## src/atc_pkg.sv

```systemverilog
// Shared constants and types for the auxiliary auto-reload timer
package atc_pkg;

    // ********************************************************************
    // Register map
    // ********************************************************************
    localparam logic [7:0] ATC_ADDR_CONTROL    = 8'h91;
    localparam logic [7:0] ATC_ADDR_RELOAD_LOW = 8'h92;
    localparam logic [7:0] ATC_ADDR_IRQ_STATUS = 8'h98;
    localparam logic [7:0] ATC_ADDR_IRQ_MASK   = 8'h99;

    // ********************************************************************
    // Reset values
    // ********************************************************************
    localparam logic [7:0] ATC_RST_CONTROL     = 8'h00;
    localparam logic [7:0] ATC_RST_RELOAD_LOW  = 8'h00;
    localparam logic [2:0] ATC_RST_IRQ         = 3'h0;
    localparam logic [7:0] ATC_RDATA_UNMAPPED  = 8'h00;

    // ********************************************************************
    // Control register field positions
    // ********************************************************************
    localparam int ATC_BIT_HIGH_OVF   = 7;
    localparam int ATC_BIT_LOW_OVF    = 6;
    localparam int ATC_BIT_LOW_IRQ_EN = 5;
    localparam int ATC_BIT_CAPTURE_EN = 4;
    localparam int ATC_BIT_SPLIT      = 3;
    localparam int ATC_BIT_RUN        = 2;

    // Interrupt status and mask bit positions
    localparam int ATC_IRQ_HIGH_OVF = 0;
    localparam int ATC_IRQ_LOW_OVF  = 1;
    localparam int ATC_IRQ_CAPTURE  = 2;

    // ********************************************************************
    // Source select codes and timing
    // ********************************************************************
    localparam logic [1:0] ATC_SRC_RTC_ALT   = 2'b11;
    localparam logic [3:0] ATC_DIV12_LAST    = 4'd11;
    localparam logic [2:0] ATC_DIV8_LAST     = 3'd7;
    localparam logic [7:0] ATC_BYTE_MAX      = 8'hff;
    localparam logic [7:0] ATC_BYTE_ZERO     = 8'h00;

    // Control register as fields
    typedef struct packed {
        logic       high_overflow_flag;
        logic       low_overflow_flag;
        logic       low_byte_irq_enable;
        logic       osc_capture_enable;
        logic       split_mode_select;
        logic       run_control;
        logic [1:0] alt_source_select;
    } atc_control_t;

    // Plain register port request
    typedef struct packed {
        logic [7:0] addr;
        logic [7:0] wdata;
        logic       wr;
        logic       rd;
    } atc_bus_req_t;

endpackage

```

## src/atc_timer.sv

```systemverilog
// Auxiliary 16-bit / dual 8-bit auto-reload timer with control and reload-low registers
//
// Contract
// - High overflow flag sets when the upper byte wraps 0xFF to 0x00; in 16-bit capture mode the code sets it on triggers only.
// - In 16-bit mode high flag sets when count wraps 0xFFFF to 0x0000; with capture enabled the code does not set it on that wrap.
// - With timer interrupt enabled, high flag setting raises an interrupt request.
// - Hardware never clears either overflow flag; software writes zero.
// - Low overflow flag sets on lower byte wrap, in both modes.
// - Low-byte enable plus timer enable also interrupts on lower byte wrap.
// - Capture enable one selects oscillator-period capture; zero is plain timer.
// - Split bit zero gives one 16-bit counter; one gives two 8-bit counters.
// - Counting only while run bit is one; in 16-bit mode it halts all.
// - In split mode run gates upper byte only; lower byte always runs.
// - Source select picks alternate clock and capture trigger per two-bit code.
// - Split mode: alternate clock shared; per-byte select picks alternate or core clock.
// - Alternate sources are synchronised to the core clock before use.
// - Reload-low register holds low reload byte, read/write, resets to zero.
// - In 16-bit mode reload value loads on each 0xFFFF wrap; with capture enabled the code wraps to 0x0000 without a reload.
// - In split mode each byte reloads from its own reload byte.
// - In capture mode a trigger copies count to reload and sets high flag.
// - Split mode with low enable interrupts on either byte overflow.
//
// Strobed register access is this design's own decision.
`timescale 1ns/1ps
`default_nettype none

module atc_timer (
    input  wire logic                  clk_sys,
    input  wire logic                  arst_n,
    input  wire atc_pkg::atc_bus_req_t bus_req,
    output logic [7:0]                 rdata,
    input  wire logic                  rtc_osc_in,
    input  wire logic                  ext_osc_in,
    input  wire logic                  high_byte_clock_select,
    input  wire logic                  low_byte_clock_select,
    input  wire logic [7:0]            aux_timer_reload_high,
    output logic [15:0]                count,
    output logic                       reload_high_load,
    output logic [7:0]                 reload_high_value,
    output logic                       irq
);
    import atc_pkg::*;

    // ********************************************************************
    // Helpers
    // ********************************************************************

    // True when a byte is at 0xFF, about to wrap or reload
    function automatic logic byte_full(input logic [7:0] b);
        byte_full = (b == ATC_BYTE_MAX);
    endfunction

    // Next byte value: reload on wrap, else increment
    function automatic logic [7:0] byte_next(input logic [7:0] b,
                                             input logic [7:0] rl);
        if (byte_full(b)) begin
            byte_next = rl;
        end else begin
            byte_next = b + 8'h01;
        end
    endfunction

    // ********************************************************************
    // State
    // ********************************************************************
    atc_control_t ctrl_q;
    logic [7:0]   reload_low_q;
    logic [7:0]   cnt_low_q;
    logic [7:0]   cnt_high_q;
    logic [2:0]   irq_status_q;
    logic [2:0]   irq_mask_q;
    logic [7:0]   rdata_q;
    logic         irq_q;
    logic         rl_high_load_q;
    logic [7:0]   rl_high_value_q;

    logic [3:0]   div12_q;
    logic         div12_tick_q;
    logic [2:0]   rtc_sync_q;
    logic [2:0]   ext_sync_q;
    logic [2:0]   div8_q;
    logic         rtc_tick;
    logic         ext_edge;
    logic         ext8_tick;

    // Decoded controls
    logic         alt_tick;
    logic         trig_tick;
    logic         tick_low;
    logic         tick_high;
    logic         wr_ctrl;
    logic         wr_rl_low;
    logic         wr_mask;
    logic         rd_status;

    // Overflow and capture events of this cycle
    logic         ev_low_wrap;
    logic         ev_high_wrap;
    logic         ev_capture;

    // ********************************************************************
    // Register decode
    // ********************************************************************

    // One strobe at a time; the slave never stalls the master
    assign wr_ctrl   = bus_req.wr && (bus_req.addr == ATC_ADDR_CONTROL);
    assign wr_rl_low = bus_req.wr && (bus_req.addr == ATC_ADDR_RELOAD_LOW);
    assign wr_mask   = bus_req.wr && (bus_req.addr == ATC_ADDR_IRQ_MASK);
    assign rd_status = bus_req.rd && (bus_req.addr == ATC_ADDR_IRQ_STATUS);

    // ********************************************************************
    // Alternate clock sources
    // ********************************************************************

    // Core clock divided by twelve as a one-cycle enable
    always_ff @(posedge clk_sys or negedge arst_n) begin
        if (!arst_n) begin
            div12_q      <= 4'd0;
            div12_tick_q <= 1'b0;
        end else if (div12_q == ATC_DIV12_LAST) begin
            div12_q      <= 4'd0;
            div12_tick_q <= 1'b1;
        end else begin
            div12_q      <= div12_q + 4'd1;
            div12_tick_q <= 1'b0;
        end
    end

    // Oscillator inputs through two flops; third flop only for edge finding
    always_ff @(posedge clk_sys or negedge arst_n) begin
        if (!arst_n) begin
            rtc_sync_q <= 3'b000;
            ext_sync_q <= 3'b000;
        end else begin
            rtc_sync_q <= {rtc_sync_q[1:0], rtc_osc_in};
            ext_sync_q <= {ext_sync_q[1:0], ext_osc_in};
        end
    end

    // Edges seen only after the second stage, never the first
    assign rtc_tick = rtc_sync_q[1] && !rtc_sync_q[2];
    assign ext_edge = ext_sync_q[1] && !ext_sync_q[2];

    // External oscillator divided by eight, counted in rising edges
    always_ff @(posedge clk_sys or negedge arst_n) begin
        if (!arst_n) begin
            div8_q <= 3'd0;
        end else if (ext_edge) begin
            div8_q <= div8_q + 3'd1;
        end
    end

    assign ext8_tick = ext_edge && (div8_q == ATC_DIV8_LAST);

    // Source select: codes 00..10 give core/12, 11 the real-time oscillator
    always_comb begin
        if (ctrl_q.alt_source_select == ATC_SRC_RTC_ALT) begin
            alt_tick = rtc_tick;
        end else begin
            alt_tick = div12_tick_q;
        end
        // Upper select bit picks the capture trigger
        if (ctrl_q.alt_source_select[1]) begin
            trig_tick = ext8_tick;
        end else begin
            trig_tick = rtc_tick;
        end
    end

    // Per-byte choice between core clock and the shared alternate clock
    assign tick_low  = low_byte_clock_select  ? 1'b1 : alt_tick;
    assign tick_high = high_byte_clock_select ? 1'b1 : alt_tick;

    // ********************************************************************
    // Counter
    // ********************************************************************

    // Wrap and capture events; 16-bit mode follows the low-byte select
    always_comb begin
        ev_low_wrap  = 1'b0;
        ev_high_wrap = 1'b0;
        ev_capture   = 1'b0;
        if (ctrl_q.split_mode_select) begin
            // Lower byte ignores run control in split mode
            ev_low_wrap  = tick_low && byte_full(cnt_low_q);
            ev_high_wrap = ctrl_q.run_control && tick_high
                           && byte_full(cnt_high_q);
        end else if (ctrl_q.run_control && tick_low) begin
            ev_low_wrap  = byte_full(cnt_low_q);
            ev_high_wrap = byte_full(cnt_low_q) && byte_full(cnt_high_q)
                           && !ctrl_q.osc_capture_enable;
        end
        if (ctrl_q.osc_capture_enable && !ctrl_q.split_mode_select) begin
            ev_capture = trig_tick;
        end
    end

    // Counting bytes; split mode treats them as two timers
    always_ff @(posedge clk_sys or negedge arst_n) begin
        if (!arst_n) begin
            cnt_low_q  <= ATC_BYTE_ZERO;
            cnt_high_q <= ATC_BYTE_ZERO;
        end else if (ctrl_q.split_mode_select) begin
            if (tick_low) begin
                cnt_low_q <= byte_next(cnt_low_q, reload_low_q);
            end
            if (ctrl_q.run_control && tick_high) begin
                cnt_high_q <= byte_next(cnt_high_q, aux_timer_reload_high);
            end
        end else if (ctrl_q.run_control && tick_low) begin
            if (ctrl_q.osc_capture_enable) begin
                // Free wrap: reload registers hold captures, not a period
                {cnt_high_q, cnt_low_q} <= {cnt_high_q, cnt_low_q} + 16'h0001;
            end else if (byte_full(cnt_low_q) && byte_full(cnt_high_q)) begin
                cnt_low_q  <= reload_low_q;
                cnt_high_q <= aux_timer_reload_high;
            end else begin
                {cnt_high_q, cnt_low_q} <= {cnt_high_q, cnt_low_q} + 16'h0001;
            end
        end
    end

    // ********************************************************************
    // Control register
    // ********************************************************************

    // Flags: hardware only sets; a same-cycle set beats a software clear
    always_ff @(posedge clk_sys or negedge arst_n) begin
        if (!arst_n) begin
            ctrl_q <= ATC_RST_CONTROL;
        end else begin
            if (wr_ctrl) begin
                ctrl_q <= bus_req.wdata;
            end
            if (ev_high_wrap || ev_capture) begin
                ctrl_q.high_overflow_flag <= 1'b1;
            end
            if (ev_low_wrap) begin
                ctrl_q.low_overflow_flag <= 1'b1;
            end
        end
    end

    // Reload-low: software writes, captures overwrite
    always_ff @(posedge clk_sys or negedge arst_n) begin
        if (!arst_n) begin
            reload_low_q <= ATC_RST_RELOAD_LOW;
        end else if (ev_capture) begin
            reload_low_q <= cnt_low_q;
        end else if (wr_rl_low) begin
            reload_low_q <= bus_req.wdata;
        end
    end

    // Capture of the upper byte goes to the reload-high holder outside
    always_ff @(posedge clk_sys or negedge arst_n) begin
        if (!arst_n) begin
            rl_high_load_q  <= 1'b0;
            rl_high_value_q <= ATC_BYTE_ZERO;
        end else begin
            rl_high_load_q <= ev_capture;
            if (ev_capture) begin
                rl_high_value_q <= cnt_high_q;
            end
        end
    end

    // ********************************************************************
    // Interrupts
    // ********************************************************************

    // Sticky event bits, cleared by reading; a new event wins the read
    always_ff @(posedge clk_sys or negedge arst_n) begin
        if (!arst_n) begin
            irq_status_q <= ATC_RST_IRQ;
        end else begin
            if (rd_status) begin
                irq_status_q <= ATC_RST_IRQ;
            end
            if (ev_high_wrap) begin
                irq_status_q[ATC_IRQ_HIGH_OVF] <= 1'b1;
            end
            if (ev_low_wrap) begin
                irq_status_q[ATC_IRQ_LOW_OVF] <= 1'b1;
            end
            if (ev_capture) begin
                irq_status_q[ATC_IRQ_CAPTURE] <= 1'b1;
            end
        end
    end

    // Mask bits act as the timer interrupt enable per event
    always_ff @(posedge clk_sys or negedge arst_n) begin
        if (!arst_n) begin
            irq_mask_q <= ATC_RST_IRQ;
        end else if (wr_mask) begin
            irq_mask_q <= bus_req.wdata[2:0];
        end
    end

    // Level request; low-byte events need the low enable too, in any mode
    always_ff @(posedge clk_sys or negedge arst_n) begin
        if (!arst_n) begin
            irq_q <= 1'b0;
        end else begin
            irq_q <= (irq_status_q[ATC_IRQ_HIGH_OVF] && irq_mask_q[ATC_IRQ_HIGH_OVF])
                  || (irq_status_q[ATC_IRQ_CAPTURE] && irq_mask_q[ATC_IRQ_CAPTURE])
                  || (irq_status_q[ATC_IRQ_LOW_OVF] && irq_mask_q[ATC_IRQ_LOW_OVF]
                      && ctrl_q.low_byte_irq_enable);
        end
    end

    // ********************************************************************
    // Read data
    // ********************************************************************

    // Answer one cycle after the read strobe; unmapped reads give zero
    always_ff @(posedge clk_sys or negedge arst_n) begin
        if (!arst_n) begin
            rdata_q <= ATC_RDATA_UNMAPPED;
        end else if (bus_req.rd) begin
            case (bus_req.addr)
                ATC_ADDR_CONTROL:    rdata_q <= ctrl_q;
                ATC_ADDR_RELOAD_LOW: rdata_q <= reload_low_q;
                ATC_ADDR_IRQ_STATUS: rdata_q <= {5'h00, irq_status_q};
                ATC_ADDR_IRQ_MASK:   rdata_q <= {5'h00, irq_mask_q};
                default:             rdata_q <= ATC_RDATA_UNMAPPED;
            endcase
        end else begin
            rdata_q <= ATC_RDATA_UNMAPPED;
        end
    end

    // ********************************************************************
    // Outputs
    // ********************************************************************
    assign rdata             = rdata_q;
    assign irq               = irq_q;
    assign count             = {cnt_high_q, cnt_low_q};
    assign reload_high_load  = rl_high_load_q;
    assign reload_high_value = rl_high_value_q;

endmodule

`default_nettype wire

```

## config.mk

```make
export PLATFORM = sky130hd
export DESIGN_NAME = atc_timer
export DESIGN_NICKNAME = d
export VERILOG_FILES = /design/src/atc_pkg.sv /design/src/atc_timer.sv
export SDC_FILE = /design/constraint.sdc
export NUM_CORES = 1
export LEC_CHECK = 0
export ABC_AREA = 1
export BUFFER_PORTS_ARGS = -buffer_cell sky130_fd_sc_hd__buf_2
export CORE_AREA = 5 5 121 123
export CTS_BUF_LIST = sky130_fd_sc_hd__clkbuf_8
export DETAILED_ROUTE_END_ITERATION = 12
export DIE_AREA = 0 0 126 128
export SLEW_MARGIN = 20
export SYNTH_ARGS = -nofsm -noshare
export SYNTH_HDL_FRONTEND = slang
export SYNTH_SLANG_ARGS = --single-unit
```

## constraint.sdc

```tcl
create_clock -name clk_sys -period 1.6 [get_ports clk_sys]
set_input_delay 0.08 -clock clk_sys [delete_from_list [all_inputs] [get_ports clk_sys]]
set_output_delay 0.08 -clock clk_sys [all_outputs]
set_load 0.005 [all_outputs]
```

Word level (Yosys, flattened, before mapping)

Index checks and enable logic that the tools add are counted.
W data, S select, Z words.

Add/sub/neg operators: 5
Eq/ne operators: 11
Mux-type cells: 34
Reductions and logical operators: 34

Operator list:

| operator                | count |
|---|---|
| $mux W8                 | 16 |
| $eq A8 B8 Y1 const B    | 6 |
| $pmux W8 S4             | 1 |
| $logic_and A1 B1 Y1     | 18 |
| $add A16 B1 Y16 const B | 1 |
| $add A8 B1 Y8 const B   | 2 |
| $mux W1                 | 15 |
| $reduce_bool A2 Y1      | 7 |
| $add A4 B1 Y4 const B   | 1 |
| $eq A4 B4 Y1 const B    | 1 |
| $logic_not A1 Y1        | 4 |
| $mux W4                 | 1 |
| $ne A2 B1 Y1 const B    | 2 |
| $reduce_and A2 Y1       | 2 |
| $add A3 B1 Y3 const B   | 1 |
| $eq A3 B3 Y1 const B    | 1 |
| $logic_or A1 B1 Y1      | 3 |
| $mux W3                 | 1 |
| $eq A2 B2 Y1 const B    | 1 |

Register bits: 70
Bits of input ports: 32

Depth between registers and ports, before layout

Gate-level depths: netlist of the first run.

Word-level depth: 9
Mapped depth: 13

Worst setup path after synthesis of the first run

No wires, ideal clock.

Path type: reg2reg
From: reg cnt_high_q[0]
To: reg cnt_high_q[0]
Library setup time: 118 ps
Arrival: 1445 ps
Data required time: 1482 ps
Slack: 38 ps
Stages on the path, launching flop included: 10
Buffers on the path: 1
Cell sequence: dfrtp_1 > ha_1 > nand2_2 > nor2_4 > nand2_4 > buf_6 > o21ai_2 > o21ai_1 > a21oi_1 > nor2_1

Word-level cells in the longest chain between the ends: 6
Elaborated cells between the ends (all ways): 10
Classes of those cells: add/sub: 2; eq/ne: 1; mux: 6; reduce/logical: 1

Ends and longest elaborated chain:

| element                                                                 | line             | RTL |
|---|---|---|
| start: declaration                                                      | atc_timer.sv:69  | `logic [7:0] cnt_high_q;` |
| start signal: assignment                                                | atc_timer.sv:208 | `cnt_high_q <= byte_next(cnt_high_q, aux_timer_reload_high);` |
| start signal: assignment                                                | atc_timer.sv:213 | `{cnt_high_q, cnt_low_q} <= {cnt_high_q, cnt_low_q} + 16'h0001;` |
| start signal: assignment                                                | atc_timer.sv:216 | `cnt_high_q <= aux_timer_reload_high;` |
| parallel branches: the longest is 5 deep, another holds $add A16 B1 Y16 | -                |  |
| $mux W8 (*)                                                             | atc_timer.sv:203 | `end else if (ctrl_q.split_mode_select) begin` |

Mark *: on every way between the ends. The select of a mux whose other input is x is not followed.
A chain may end at the register's enable or synchronous reset.

Final worst setup path of the first run

From: reg cnt_high_q[1]
To: reg cnt_high_q[0]

Word-level cells in the longest chain between the ends: 6
Elaborated cells between the ends (all ways): 8
Classes of those cells: eq/ne: 1; mux: 6; reduce/logical: 1

Ends and longest elaborated chain:

| element             | line             | RTL |
|---|---|---|
| $eq A8 B8 Y1 (*)    | atc_timer.sv:50  | `byte_full = (b == ATC_BYTE_MAX);` |
| $logic_and A1 B1 Y1 | atc_timer.sv:214 | `end else if (byte_full(cnt_low_q) && byte_full(cnt_high_q)) begin` |
| $mux W8             | atc_timer.sv:214 |  |
| $mux W8             | atc_timer.sv:211 | `if (ctrl_q.osc_capture_enable) begin` |
| $mux W8             | atc_timer.sv:210 | `end else if (ctrl_q.run_control && tick_low) begin` |
| $mux W8 (*)         | atc_timer.sv:203 |  |

Every way passes the cells marked *; elsewhere a longest branch is shown, timed or not. The select of a mux whose other input is x is not followed.

==> results of run 1 <==
-- repair_timing --
item                                   CTS  global route
setup endpoints to repair                9            36
endpoints found under the hold margin   78             0
hold buffers                             7             0
buffers inserted                         1            11
pin swaps                                2            18
resized for setup                        2            44
gates cloned                             0             3
-- stage by stage --
| stage | TNS [ps] | std cells | utilization [%] | area, µm² | total power [µW] |
|---|---|---|---|---|---|
| 5_1_grt | -1370 | 793 | 37.4 | 5080 | 6280 |
| 3_5_place_dp | -34.8 | 755 | 33.5 | 4540 | 4230 |
| 3_3_place_gp | 0 | 755 | 33.5 | 4540 | 4180 |
| 6_report | -68.8 | 793 | 37.4 | 5080 | 5860 |
| 4_1_cts | 0 | 779 | 35.5 | 4810 | 5630 |
| 2_1_floorplan | 0 | 489 | - | 3790 | 3390 |
-- final timing paths --
path	startpoint	end
max	cnt_high_q[1]	cnt_high_q[0]
min	bus_req[9]	reload_low_q[7]
max reg2reg	cnt_high_q[1]	cnt_high_q[0]
min reg2reg	rtc_sync_q[0]	rtc_sync_q[1]
max in group asynchronous	arst_n	cnt_high_q[0]
min in group asynchronous	arst_n	irq_status_q[0]
-- worst register-to-register path, stage by stage, from the launching register on --
cell and delay [ps]:
dfrtp_1 400, ha_4 170, nand2_4 60, nor2_4 160, nand2_4 130, buf_12 160, o21ai_4 130, o21ai_1 70
a21oi_1 150, nor2_1 70
-- kinds of logic (layout without fill, tap and decap cells) --
family	after synthesis	count (layout)	share of synthesized area [%]
and+or+nand+nor	258	260	29.8
AOI/OAI and AO/OA	77	78	12.0
DFF	70	70	46.2
buffers and inverters	67	188	7.46
xor gates and xnor gates	9	9	2.08
adders and majority gates	5	5	1.65
muxes	3	3	0.858
-- report_power, final --
group	leakage [µW]	internal (µW)	switching [µW]
Sequential	0.000887	2030	240
Clock	0.0000889	613	773
Combinational	0.00163	970	1240
-- synthesized netlist by cell type --
| library cell | n | area, µm² |
|---|---|---|
| nor2_2 | 2 | 12.5 |
| o21ai_2 | 3 | 26.3 |
| nand2_1 | 153 | 574 |
| nor2_4 | 3 | 33.8 |
| o21ai_1 | 15 | 75.1 |
| nor2_1 | 49 | 184 |
| o21bai_1 | 1 | 7.51 |
| o22a_1 | 1 | 8.76 |
| mux2_2 | 2 | 22.5 |
| o211ai_2 | 3 | 37.5 |
| xnor2_1 | 3 | 26.3 |
| inv_1 | 51 | 191 |
| ha_1 | 5 | 62.6 |
| dfrtp_1 | 70 | 1750 |
| nand3_1 | 33 | 165 |
| a21oi_1 | 18 | 90.1 |
| clkinv_2 | 1 | 5.00 |
| o22ai_1 | 4 | 25.0 |
| nand2_2 | 4 | 25.0 |
| inv_2 | 6 | 22.5 |
| o211ai_1 | 5 | 37.5 |
| mux2i_1 | 1 | 10.0 |
| nand4_1 | 2 | 12.5 |
| buf_6 | 2 | 22.5 |
| a31oi_1 | 1 | 6.26 |
| a21oi_4 | 1 | 16.3 |
| nand3_2 | 1 | 10.0 |
| o21ai_0 | 25 | 125 |
| nor3_4 | 2 | 32.5 |
| buf_2 | 3 | 15.0 |
| nor3_1 | 1 | 5.00 |
| xor2_1 | 6 | 52.6 |
| buf_4 | 3 | 22.5 |
| nand2_4 | 4 | 45.0 |
| or2_2 | 1 | 6.26 |
| nand3b_1 | 3 | 22.5 |
| clkbuf_1 | 1 | 3.75 |
-- final cells by class --
cell class	instances	area [µm²]	area share [%]
repair buffers	114	763	15.0
clock inverters	6	46.3	0.912
well taps	180	225	4.44
multi-input cells	355	1920	37.8
clock buffers	10	138	2.71
inverters	58	233	4.58
flip-flops and latches	70	1750	34.5
-- per-layer routing --
layer | global-route usage [%] | up-vias
li1 | - | 1807
met3 | 3.62 | 11
met1 | 18.5 | 1672
met4 | 4.10 | 0
met2 | 22.0 | 117
met5 | 0 | -
-- sequential cells by signal, summed over array words and instances, names as in the netlist --
name,cells
cnt_high_q,8
div8_q,3
reload_high_load,1
div12_tick_q,1
ext_sync_q,3
rdata,8
div12_q,4
irq_status_q,3
reload_high_value,8
irq,1
rtc_sync_q,3
ctrl_q,8
reload_low_q,8
cnt_low_q,8
irq_mask_q,3
==> results.md, run 1 <==
* # port buffers at 65
* Critical path depth at 9
* # fillers at 1412
* H-tree levels at 3
* Fraction of layout cells with a size suffix above 1 at slightly below 30%
* Setup CP Type: flip-flop to flip-flop
* Met2 WL at around 5100 µm
* CTS root buf: clkbuf_8
* Netlist cell types at 37
* Unrepaired setup endpoints after global routing: true
* Violated checks: setup timing
* Least-Margin Pin Slew at ~550 ps
* GP Congestion at 0.907
* Crit path required time at approximately 1900 ps
* Max Cap Violations at 0
* Place WS at -15.8 ps
* Inserted Clock Buffers at 9
* Worst vdd ir at 0.000446 V
* Status: finished, violations left
* Clk slew on worst S/H paths at about 90 ps
* First-pass DRT Iterations at 4
* Wl on met1 at 5280 µm
* Wire length on met3 at between 600 and 700 µm
* Number of remaining DRC errors at 0
* Drt wl/cell at approximately 14 µm
* Die area at 16100 µm²
* Fmax at ~0.6 GHz
* Hold Crit Class: input port to flip-flop
* WHS at roughly 8.7 ps
* Worst path cell trace: ha_4 -> nand2_4 -> nor2_4 -> nand2_4 -> buf_12 -> o21ai_4 -> o21ai_1 -> a21oi_1 -> nor2_1
* NumNets Final at approximately 650
* Synthesis-to-finish area growth at 33.9%
* Initial Util at 28.0%
* GR Overflow Total at 0
* IO Pins at 66
* Clk buf depth at 2
* Largest net degree at the start of global routing at 71
* Slowest cell on the critical path: dfrtp_1
* Final setup violation count at 6
* DR top layer: met4
* Leading cell types in the layout, fill and taps excluded: nand2_1 (148), dfrtp_1 (70), buf_2 (65)
* DRT Wirelength at between 10000 and 15000 µm
* Die H at approximately 130 µm
* Slew Viols, Final at 0
* Average cell area after synthesis at ~7.8 µm²
* Crit path largest cell delay at 400 ps
* Post-route ant nets at 0
* Final worst-path cycle share at 102%
* Pwr per Cell Area at ~1200 nW/µm²
* CP Capture Type: flip-flop
* # clock sinks at 70
* Fin Clk Skew at around 9.7 ps
* Crit path max-delay family: simple AND/OR/NAND/NOR gates
* Yosys warns at 0
* Crit-path max FO at 6
* Seq/Total Area, Yosys at 46.2%
* Buf+Inv Stages, Crit Path at 1
* Core Rows at 43
* Vias per inst at 4.55
* N_diodes at 0
* CP dominant cell by count: nand2_4
* Leakage Power at 0.00261 µW
* Initial antenna violation count at 0
* Final hold viol count at 0
* HPWL after DPL at roughly 8000 µm
* R2R cell count at 9
* CP Launch Type: flip-flop
* Die width at between 100 and 150 µm
* Hold Path Cell Cnt at 3
* Mapped cell area at approximately 3800 µm²
* Cells after synthesis at 489
* Global-route wire length before repair at about 18000 µm
* R2r setup slk at -30 ps
* Syn nets at 526
* Placeable Area at ~14000 µm²
* First DRT Iteration DRCs at 353
* Vias in the first global route at ~3600
* GR Util All Layers at between 10 and 15%
* Worst skew pair latency at ~360 ps
* Rel. slew slack at a little over three fifths
* Most common cell after layout, fill and taps aside: nand2_1
* WP data arrival at around 1900 ps
* Min Tclk post-route at about 1600 ps
* Total vias in the final route at ~3600
* Setup ws final at -28.0 ps
* Seq cells post-synth at 70
* CTS tree: built
No activity file was read; power rests on OpenSTA's default activity.
==> inputs of run 2 (changes only) <==
--- a/config.mk
+++ b/config.mk
@@ -7,10 +7,10 @@
 export LEC_CHECK = 0
 export ABC_AREA = 1
 export BUFFER_PORTS_ARGS = -buffer_cell sky130_fd_sc_hd__buf_2
-export CORE_AREA = 5 5 121 123
+export CORE_AREA = 5 5 103 144
 export CTS_BUF_LIST = sky130_fd_sc_hd__clkbuf_8
 export DETAILED_ROUTE_END_ITERATION = 12
-export DIE_AREA = 0 0 126 128
+export DIE_AREA = 0 0 108 149
 export SLEW_MARGIN = 20
 export SYNTH_ARGS = -nofsm -noshare
 export SYNTH_HDL_FRONTEND = slang
==> run 2 against run 1 <==
  * Largest power group unchanged
  * Cell count decreased by 0.76%
  * Global-route usage is 0.58 points higher
  * Worst hold slack better by 6.6 ps
  * The flow still finishes with violations (setup timing)
==> results.md, run 2 (synthesis gave the netlist of run 1 again) <==
* Status: finished, violations left
* Violated checks: setup timing
* Crit-path max FO at 6 (unchanged)
* First-pass DRT Iterations at 4 (unchanged)
* CP Capture Type: flip-flop
* Core Rows at 50 (+16%)
* Total power at 6050 µW (+3.4%)
* Leading cell types in the layout, fill and taps excluded: nand2_1 (145), dfrtp_1 (68), buf_2 (65)
* Sequential share of power at 37.9% (-0.8 points)
* GR Overflow Total at 0 (unchanged)
* Fraction of layout cells with a size suffix above 1 at 30.2% (+0.72 points)
* Grt met2 use at 24.9% (+3.0 points)
* First DRT Iteration DRCs at 181 (-49%)
* Final worst-path cycle share at 100% (-1.5 points)
* Crit path max-delay family: simple AND/OR/NAND/NOR gates
* Met1 usage at 17.3% (-1.2 points)
* CTS root buf: clkbuf_8
* Vias per inst at 4.60 (+1.1%)
* R2R cell count at 9 (unchanged)
* # clock sinks at 70 (unchanged)
* Worst path cell trace: ha_4 -> nand2_4 -> nor2_4 -> nand2_4 -> buf_6 -> o21ai_4 -> o21ai_2 -> a21oi_2 -> nor2_1
* Hold Path Cell Cnt at 3 (unchanged)
* Fmax at 0.623 GHz (+1.5%)
* Die width at 108 µm (-14%)
* Initial antenna violation count at 0 (unchanged)
* Die H at 149 µm (+16%)
* Design Area, Final at 5070 µm² (-0.12%)
* Clk buf depth at 2 (unchanged)
* Clk pwr share at 25.6% (+1.9 points)
* Worst reg2reg startpoint: cnt_high_q[1]
* Global-route wire length before repair at 18200 µm (+1.3%)
* Placeable Area at 13300 µm² (-2.2%)
* Setup ws final at -4.33 ps (+23.7 ps)
* Vias in the first global route at 3704 (+2.2%)
* Worst skew pair latency at 360 ps (about the same)
* Synthesis-to-finish area growth at 33.7%
* N_diodes at 0 (unchanged)
* Slew Viols, Final at 0 (unchanged)
* Post-Place Cells at 759 (+0.53%)
* Rel. slew slack at 73.6% (+10 points)
* CP Launch Type: flip-flop
* Hold Crit Class: input port to flip-flop
* Hold EP: reload_low_q[6]
* # port buffers at 65 (unchanged)
* Sw frac at 36.5% (-1.9 points)
* Internal power at 3840 µW (+6.6%)
* Placed cell areas at 4550 µm² (+0.11%)
* Clk slew on worst S/H paths at 70 ps (-20 ps)
* Number of remaining DRC errors at 0 (unchanged)
* GP Congestion at 0.870 (-4.0%)
* Final instance count without filler cells at 787 (-0.76%)
* Met3 Use GR at 3.42% (-0.20 points)
* HPWL after DPL at 8510 µm (+6.1%)
* Die area at 16100 µm² (-0.22%)
* Fin Clk Skew at 15.6 ps (+5.82 ps)
* Crit path required time at 1840 ps (about the same)
* CTS tree: built
* Pwr per Cell Area at 1190 nW/µm² (+3.5%)
* Least-Margin Pin Slew at 396 ps (-154 ps)
* Switch Pwr at 2210 µW (-1.7%)
* Leakage Power at 0.00260 µW (-0.30%)
* Inserted Clock Buffers at 9 (unchanged)
* Initial Util at 28.6% (+0.62 points)
* H-tree levels at 3 (unchanged)
* Slowest cell on the critical path: dfrtp_1
* Unrepaired setup endpoints after global routing: true
* Min Tclk post-route at 1600 ps (-23.7 ps)
* CP dominant cell by count: nand2_4
* Total vias in the final route at 3619 (+0.33%)
* Crit path largest cell delay at 400 ps (about the same)
* Gr busiest metal: met2
* Logic pwr share at 36.5% (-1.2 points)
* GR Util All Layers at 14.4% (+0.58 points)
* Worst vdd ir at 0.000568 V (+27%)
* WP data arrival at 1850 ps (-30 ps)
* Post-route ant nets at 0 (unchanged)
* R2r setup slk at -4 ps (+20 ps)
* Beginning of the worst hold path: bus_req[8]
* Buf+Inv Stages, Crit Path at 1 (unchanged)
* NumNets Final at 637 (-1.2%)
* Max Cap Violations at 0 (unchanged)
* DRT Wirelength at 11300 µm (+1.1%)
* Final hold viol count at 0 (unchanged)
* Drt wl/cell at 14.4 µm (+1.9%)
* Setup CP Type: flip-flop to flip-flop
* Most common cell after layout, fill and taps aside: nand2_1
* IO Pins at 66 (unchanged)
* Final setup violation count at 1 (-5)
* Reg2reg end: cnt_high_q[0]
* Largest net degree at the start of global routing at 71 (unchanged)
## run 2: cell types whose count changed in the layout (fill, tap and decap cells not counted), sizes merged
cell | previous run | this run
bufinv | 0 | 1
nand2 | 163 | 162
clkinv | 3 | 2
clkinvlp | 2 | 3
clkbuf | 10 | 12
inv | 59 | 56
dlygate4sd3 | 7 | 5
buf | 107 | 102
## run 2: routing by layer
layer / vias to the layer above / part of all wire, %
met5: - / 0
met4: 0 / 2.5
met3: 24 / 5.5
met2: 115 / 51
met1: 1695 / 41
li1: 1785 / -
## run 2: worst reg2reg max path, cell delays in order, from the launching register on
cell,delay (ps)
dfrtp_1,400
ha_4,170
nand2_4,60
nor2_4,160
nand2_4,130
buf_6,150
o21ai_4,140
o21ai_2,70
a21oi_2,160
nor2_1,60
## run 2: power groups by stage
stage | logic [µW] | clock network [µW] | registers (µW)
floorplan | 1070 | 0 | 2320
global placement | 1940 | 0 | 2290
detailed placement | 1980 | 0 | 2300
CTS | 2020 | 1590 | 2270
global route | 2490 | 1660 | 2320
finish | 2210 | 1550 | 2290
## run 2: final cells by class
cell class	instances	area [µm²]
fillers	1398	8190
multi-input cells	354	1920
flip-flops and latches	70	1750
repair buffers	107	709
inverters	58	239
well taps	182	228
clock buffers	12	165
clock inverters	4	53.8
## run 2: repair_timing
item | CTS | global route
hold buffers | 5 | 0
resized for setup | 7 | 48
cloned | 0 | 2
buffers inserted | 2 | 3
endpoints found under the hold margin | 74 | 0
pin swaps | 2 | 21
setup endpoints to repair | 6 | 28
## run 2: how the worst max path moves through the flow
stage                   from       endpoint  slack (ps)  cells past startpoint
3_3_place_gp   cnt_high_q[0]  cnt_high_q[0]         -80                      9
5_1_grt        cnt_high_q[1]  cnt_high_q[3]        -120                     12
3_5_place_dp   cnt_high_q[0]  cnt_high_q[0]        -100                      9
2_1_floorplan  cnt_high_q[0]  cnt_high_q[0]          40                      9
6_report       cnt_high_q[1]  cnt_high_q[0]          -4                      9
4_1_cts        cnt_high_q[1]   cnt_low_q[4]          -5                      9
## run 2: per-stage QoR
stage / util, % / hold slack, ps / setup TNS (ps) / worst slack [ps]
after floorplan: - / -216 / 0 / 37.6
after global placement: 34.3 / 140 / -176 / -76.8
after detailed placement: 34.3 / 143 / -336 / -95.3
after CTS: 36.7 / 5.48 / -9.43 / -5.06
after global routing: 38.2 / 22.8 / -845 / -117
final: 38.2 / 15.3 / -4.33 / -4.33
==> inputs of run 3 (changes only) <==
==> constraint.sdc (replaced) <==
create_clock -name clk_sys -period 1.6 [get_ports clk_sys]
set_input_delay 0.24 -clock clk_sys [delete_from_list [all_inputs] [get_ports clk_sys]]
set_output_delay 0.24 -clock clk_sys [all_outputs]
set_load 0.005 [all_outputs]
==> run 3 against run 2 <==
  * The run still ends with setup timing left
  * Non-clock buffer count shrank 1
  * Critical path depth is the same
  * Combinational power shrank 3%
  * Cell count shrank 0.13%
  * Utilization shrank 0.83 points
  * Sequential power is essentially flat
  * Register-to-register slack lost 40 ps
  * Die area is the same
  * Power shrank 0.19%
  * Worst hold slack gained 100 ps
  * First-iteration DRC count shrank 7.2%
  * Critical path type unchanged
==> results.md, run 3 (synthesis gave the netlist of run 1 again) <==
* Post-Place Cells at 758 (-0.13%)
* Drt wl/cell at 14.2 µm (-0.98%)
* Worst skew pair latency at 370 ps (about the same)
* Fmax at 0.610 GHz (-2.2%)
* Rel. slew slack at 68.2% (-5.4 points)
* Most common cell after layout, fill and taps aside: nand2_1
* N_diodes at 0 (unchanged)
* HPWL after DPL at 8400 µm (-1.3%)
* Die area at 16100 µm² (unchanged)
* Inserted Clock Buffers at 9 (unchanged)
* Worst reg2reg startpoint: cnt_high_q[0]
* Violated checks: setup timing
* Final instance count without filler cells at 786 (-0.13%)
* Number of remaining DRC errors at 0 (unchanged)
* CP Launch Type: flip-flop
* Unrepaired setup endpoints after global routing: true
* Hold EP: cnt_high_q[4]
* Vias in the first global route at 3662 (-1.1%)
* Initial Util at 28.6% (unchanged)
* # port buffers at 65 (unchanged)
* Initial antenna violation count at 0 (unchanged)
* Buf+Inv Stages, Crit Path at 1 (unchanged)
* Synthesis-to-finish area growth at 30.8%
* Final hold viol count at 0 (unchanged)
* First-pass DRT Iterations at 4 (unchanged)
* Reg2reg end: cnt_high_q[0]
* Total vias in the final route at 3611 (-0.22%)
* CP Capture Type: flip-flop
* Largest net degree at the start of global routing at 71 (unchanged)
* First DRT Iteration DRCs at 168 (-7.2%)
* Worst path cell trace: ha_2 -> nand2_2 -> nor2_4 -> nand2_4 -> buf_6 -> o21ai_4 -> o21ai_2 -> a21oi_2 -> nor2_1
* Hold Crit Class: input port to flip-flop
* Die width at 108 µm (unchanged)
* Min Tclk post-route at 1640 ps (+35.3 ps)
* R2r setup slk at -40 ps (-40 ps)
* WP data arrival at 1900 ps (+50 ps)
* # clock sinks at 70 (unchanged)
* Setup ws final at -39.6 ps (-35.3 ps)
* Max Cap Violations at 0 (unchanged)
* Core Rows at 50 (unchanged)
* Fraction of layout cells with a size suffix above 1 at 27.2% (-3.1 points)
* R2R cell count at 9 (unchanged)
* # fillers at 1414 (+1.1%)
* Clk slew on worst S/H paths at 80 ps (about the same)
* Crit path largest cell delay at 370 ps (-30 ps)
* Final setup violation count at 7 (+6)
* Fin Clk Skew at 13.1 ps (-2.43 ps)
* CTS root buf: clkbuf_8
* CTS tree: built
* Slew Viols, Final at 0 (unchanged)
* Final worst-path cycle share at 102% (+2.2 points)
* Setup_tns at -172 ps (-168 ps)
* Post-route ant nets at 0 (unchanged)
* Clk buf depth at 2 (unchanged)
* GP Congestion at 0.876 (+0.64%)
* Leading cell types in the layout, fill and taps excluded: nand2_1 (151), dfrtp_1 (70), buf_2 (65)
* GR Util All Layers at 14.3% (-0.088 points)
* Hold Path Cell Cnt at 3 (unchanged)
* Global-route wire length before repair at 18000 µm (-1.3%)
* NumNets Final at 636 (-0.16%)
* Leakage Power at 0.00257 µW (-1.3%)
* Slowest cell on the critical path: dfrtp_1
* Worst vdd ir at 0.000612 V (+7.7%)
* Crit-path max FO at 5 (-1)
* Crit path max-delay family: simple AND/OR/NAND/NOR gates
* DRT Wirelength at 11200 µm (-1.1%)
* H-tree levels at 3 (unchanged)
* Least-Margin Pin Slew at 477 ps (+81.0 ps)
* Beginning of the worst hold path: aux_timer_reload_high[4]
* IO Pins at 66 (unchanged)
* Status: finished, violations left
* Setup CP Type: flip-flop to flip-flop
* Placeable Area at 13300 µm² (unchanged)
* Crit path required time at 1860 ps (+20 ps)
* Vias per inst at 4.59 (about the same)
* Pwr per Cell Area at 1220 nW/µm² (+2.0%)
* GR Overflow Total at 0 (unchanged)
* Die H at 149 µm (unchanged)
[run 3: cell types whose count changed in the layout (fill, tap and decap cells not counted), sizes merged]
cell and change:
buf +1, bufinv +1, clkbuf -2, clkinv -1, clkinvlp -2, dlygate4sd3 -2
inv +4
[run 3: worst max path at each step]
| stage | from | end | slack (ps) | cells past startpoint |
|---|---|---|---|---|
| 2_1_floorplan | cnt_high_q[0] | cnt_high_q[0] | 40 | 9 |
| 3_5_place_dp | cnt_high_q[0] | cnt_high_q[0] | -100 | 9 |
| 4_1_cts | cnt_high_q[0] | cnt_low_q[5] | -20 | 9 |
| 5_1_grt | cnt_high_q[0] | cnt_low_q[6] | -140 | 7 |
| 6_report | cnt_high_q[0] | cnt_high_q[0] | -40 | 9 |
| 3_3_place_gp | cnt_high_q[0] | cnt_high_q[0] | -100 | 9 |
[run 3: per-layer routing]
layer	share of wire, %	track usage [%]	up-vias
li1	-	-	1787
met1	42	16.7	1701
met2	50	24.6	97
met3	5.2	3.51	26
met4	3.1	6.44	0
met5	0	0	-
[run 3: final cells by class]
cell class / instances / area (µm²) / share of cell area (%)
clock buffers: 10 / 138 / 2.77
well taps: 182 / 228 / 4.59
repair buffers: 106 / 677 / 13.6
inverters: 58 / 225 / 4.54
clock inverters: 6 / 78.8 / 1.59
flip-flops and latches: 70 / 1750 / 35.3
multi-input cells: 354 / 1860 / 37.6
[run 3: power by group]
group          internal (µW)  total, µW  switching, µW
logic                    952       2140           1190
registers               2030       2300            270
clock network            904       1610            702
total                   3880       6040           2160
[run 3: timing repair]
item | in CTS | in global routing
setup buffers | 4 | 3
hold endpoints to repair | 72 | 0
endpoints found under the setup margin | 8 | 34
gates cloned | 0 | 2
hold buffers | 3 | 0
pin swaps | 2 | 14
gates resized for setup | 7 | 21
[run 3: worst reg2reg max path, stage by stage (launching register included)]
cell and delay [ps]:
dfrtp_1 370, ha_2 200, nand2_2 80, nor2_4 200, nand2_4 110, buf_6 140, o21ai_4 140, o21ai_2 70
a21oi_2 170, nor2_1 60
[run 3: stage by stage]
stage / worst slack, ps / utilization [%] / area [µm²] / total power, µW / hold WS [ps]
finish: -39.6 / 37.4 / 4960 / 6040 / 115
global route: -144 / 37.4 / 4960 / 6460 / 122
CTS: -23.0 / 36.5 / 4840 / 5910 / 113
detailed placement: -103 / 34.2 / 4540 / 4260 / 299
global placement: -96.9 / 34.2 / 4540 / 4210 / 299
floorplan: 37.6 / - / 3790 / 3390 / -55.6
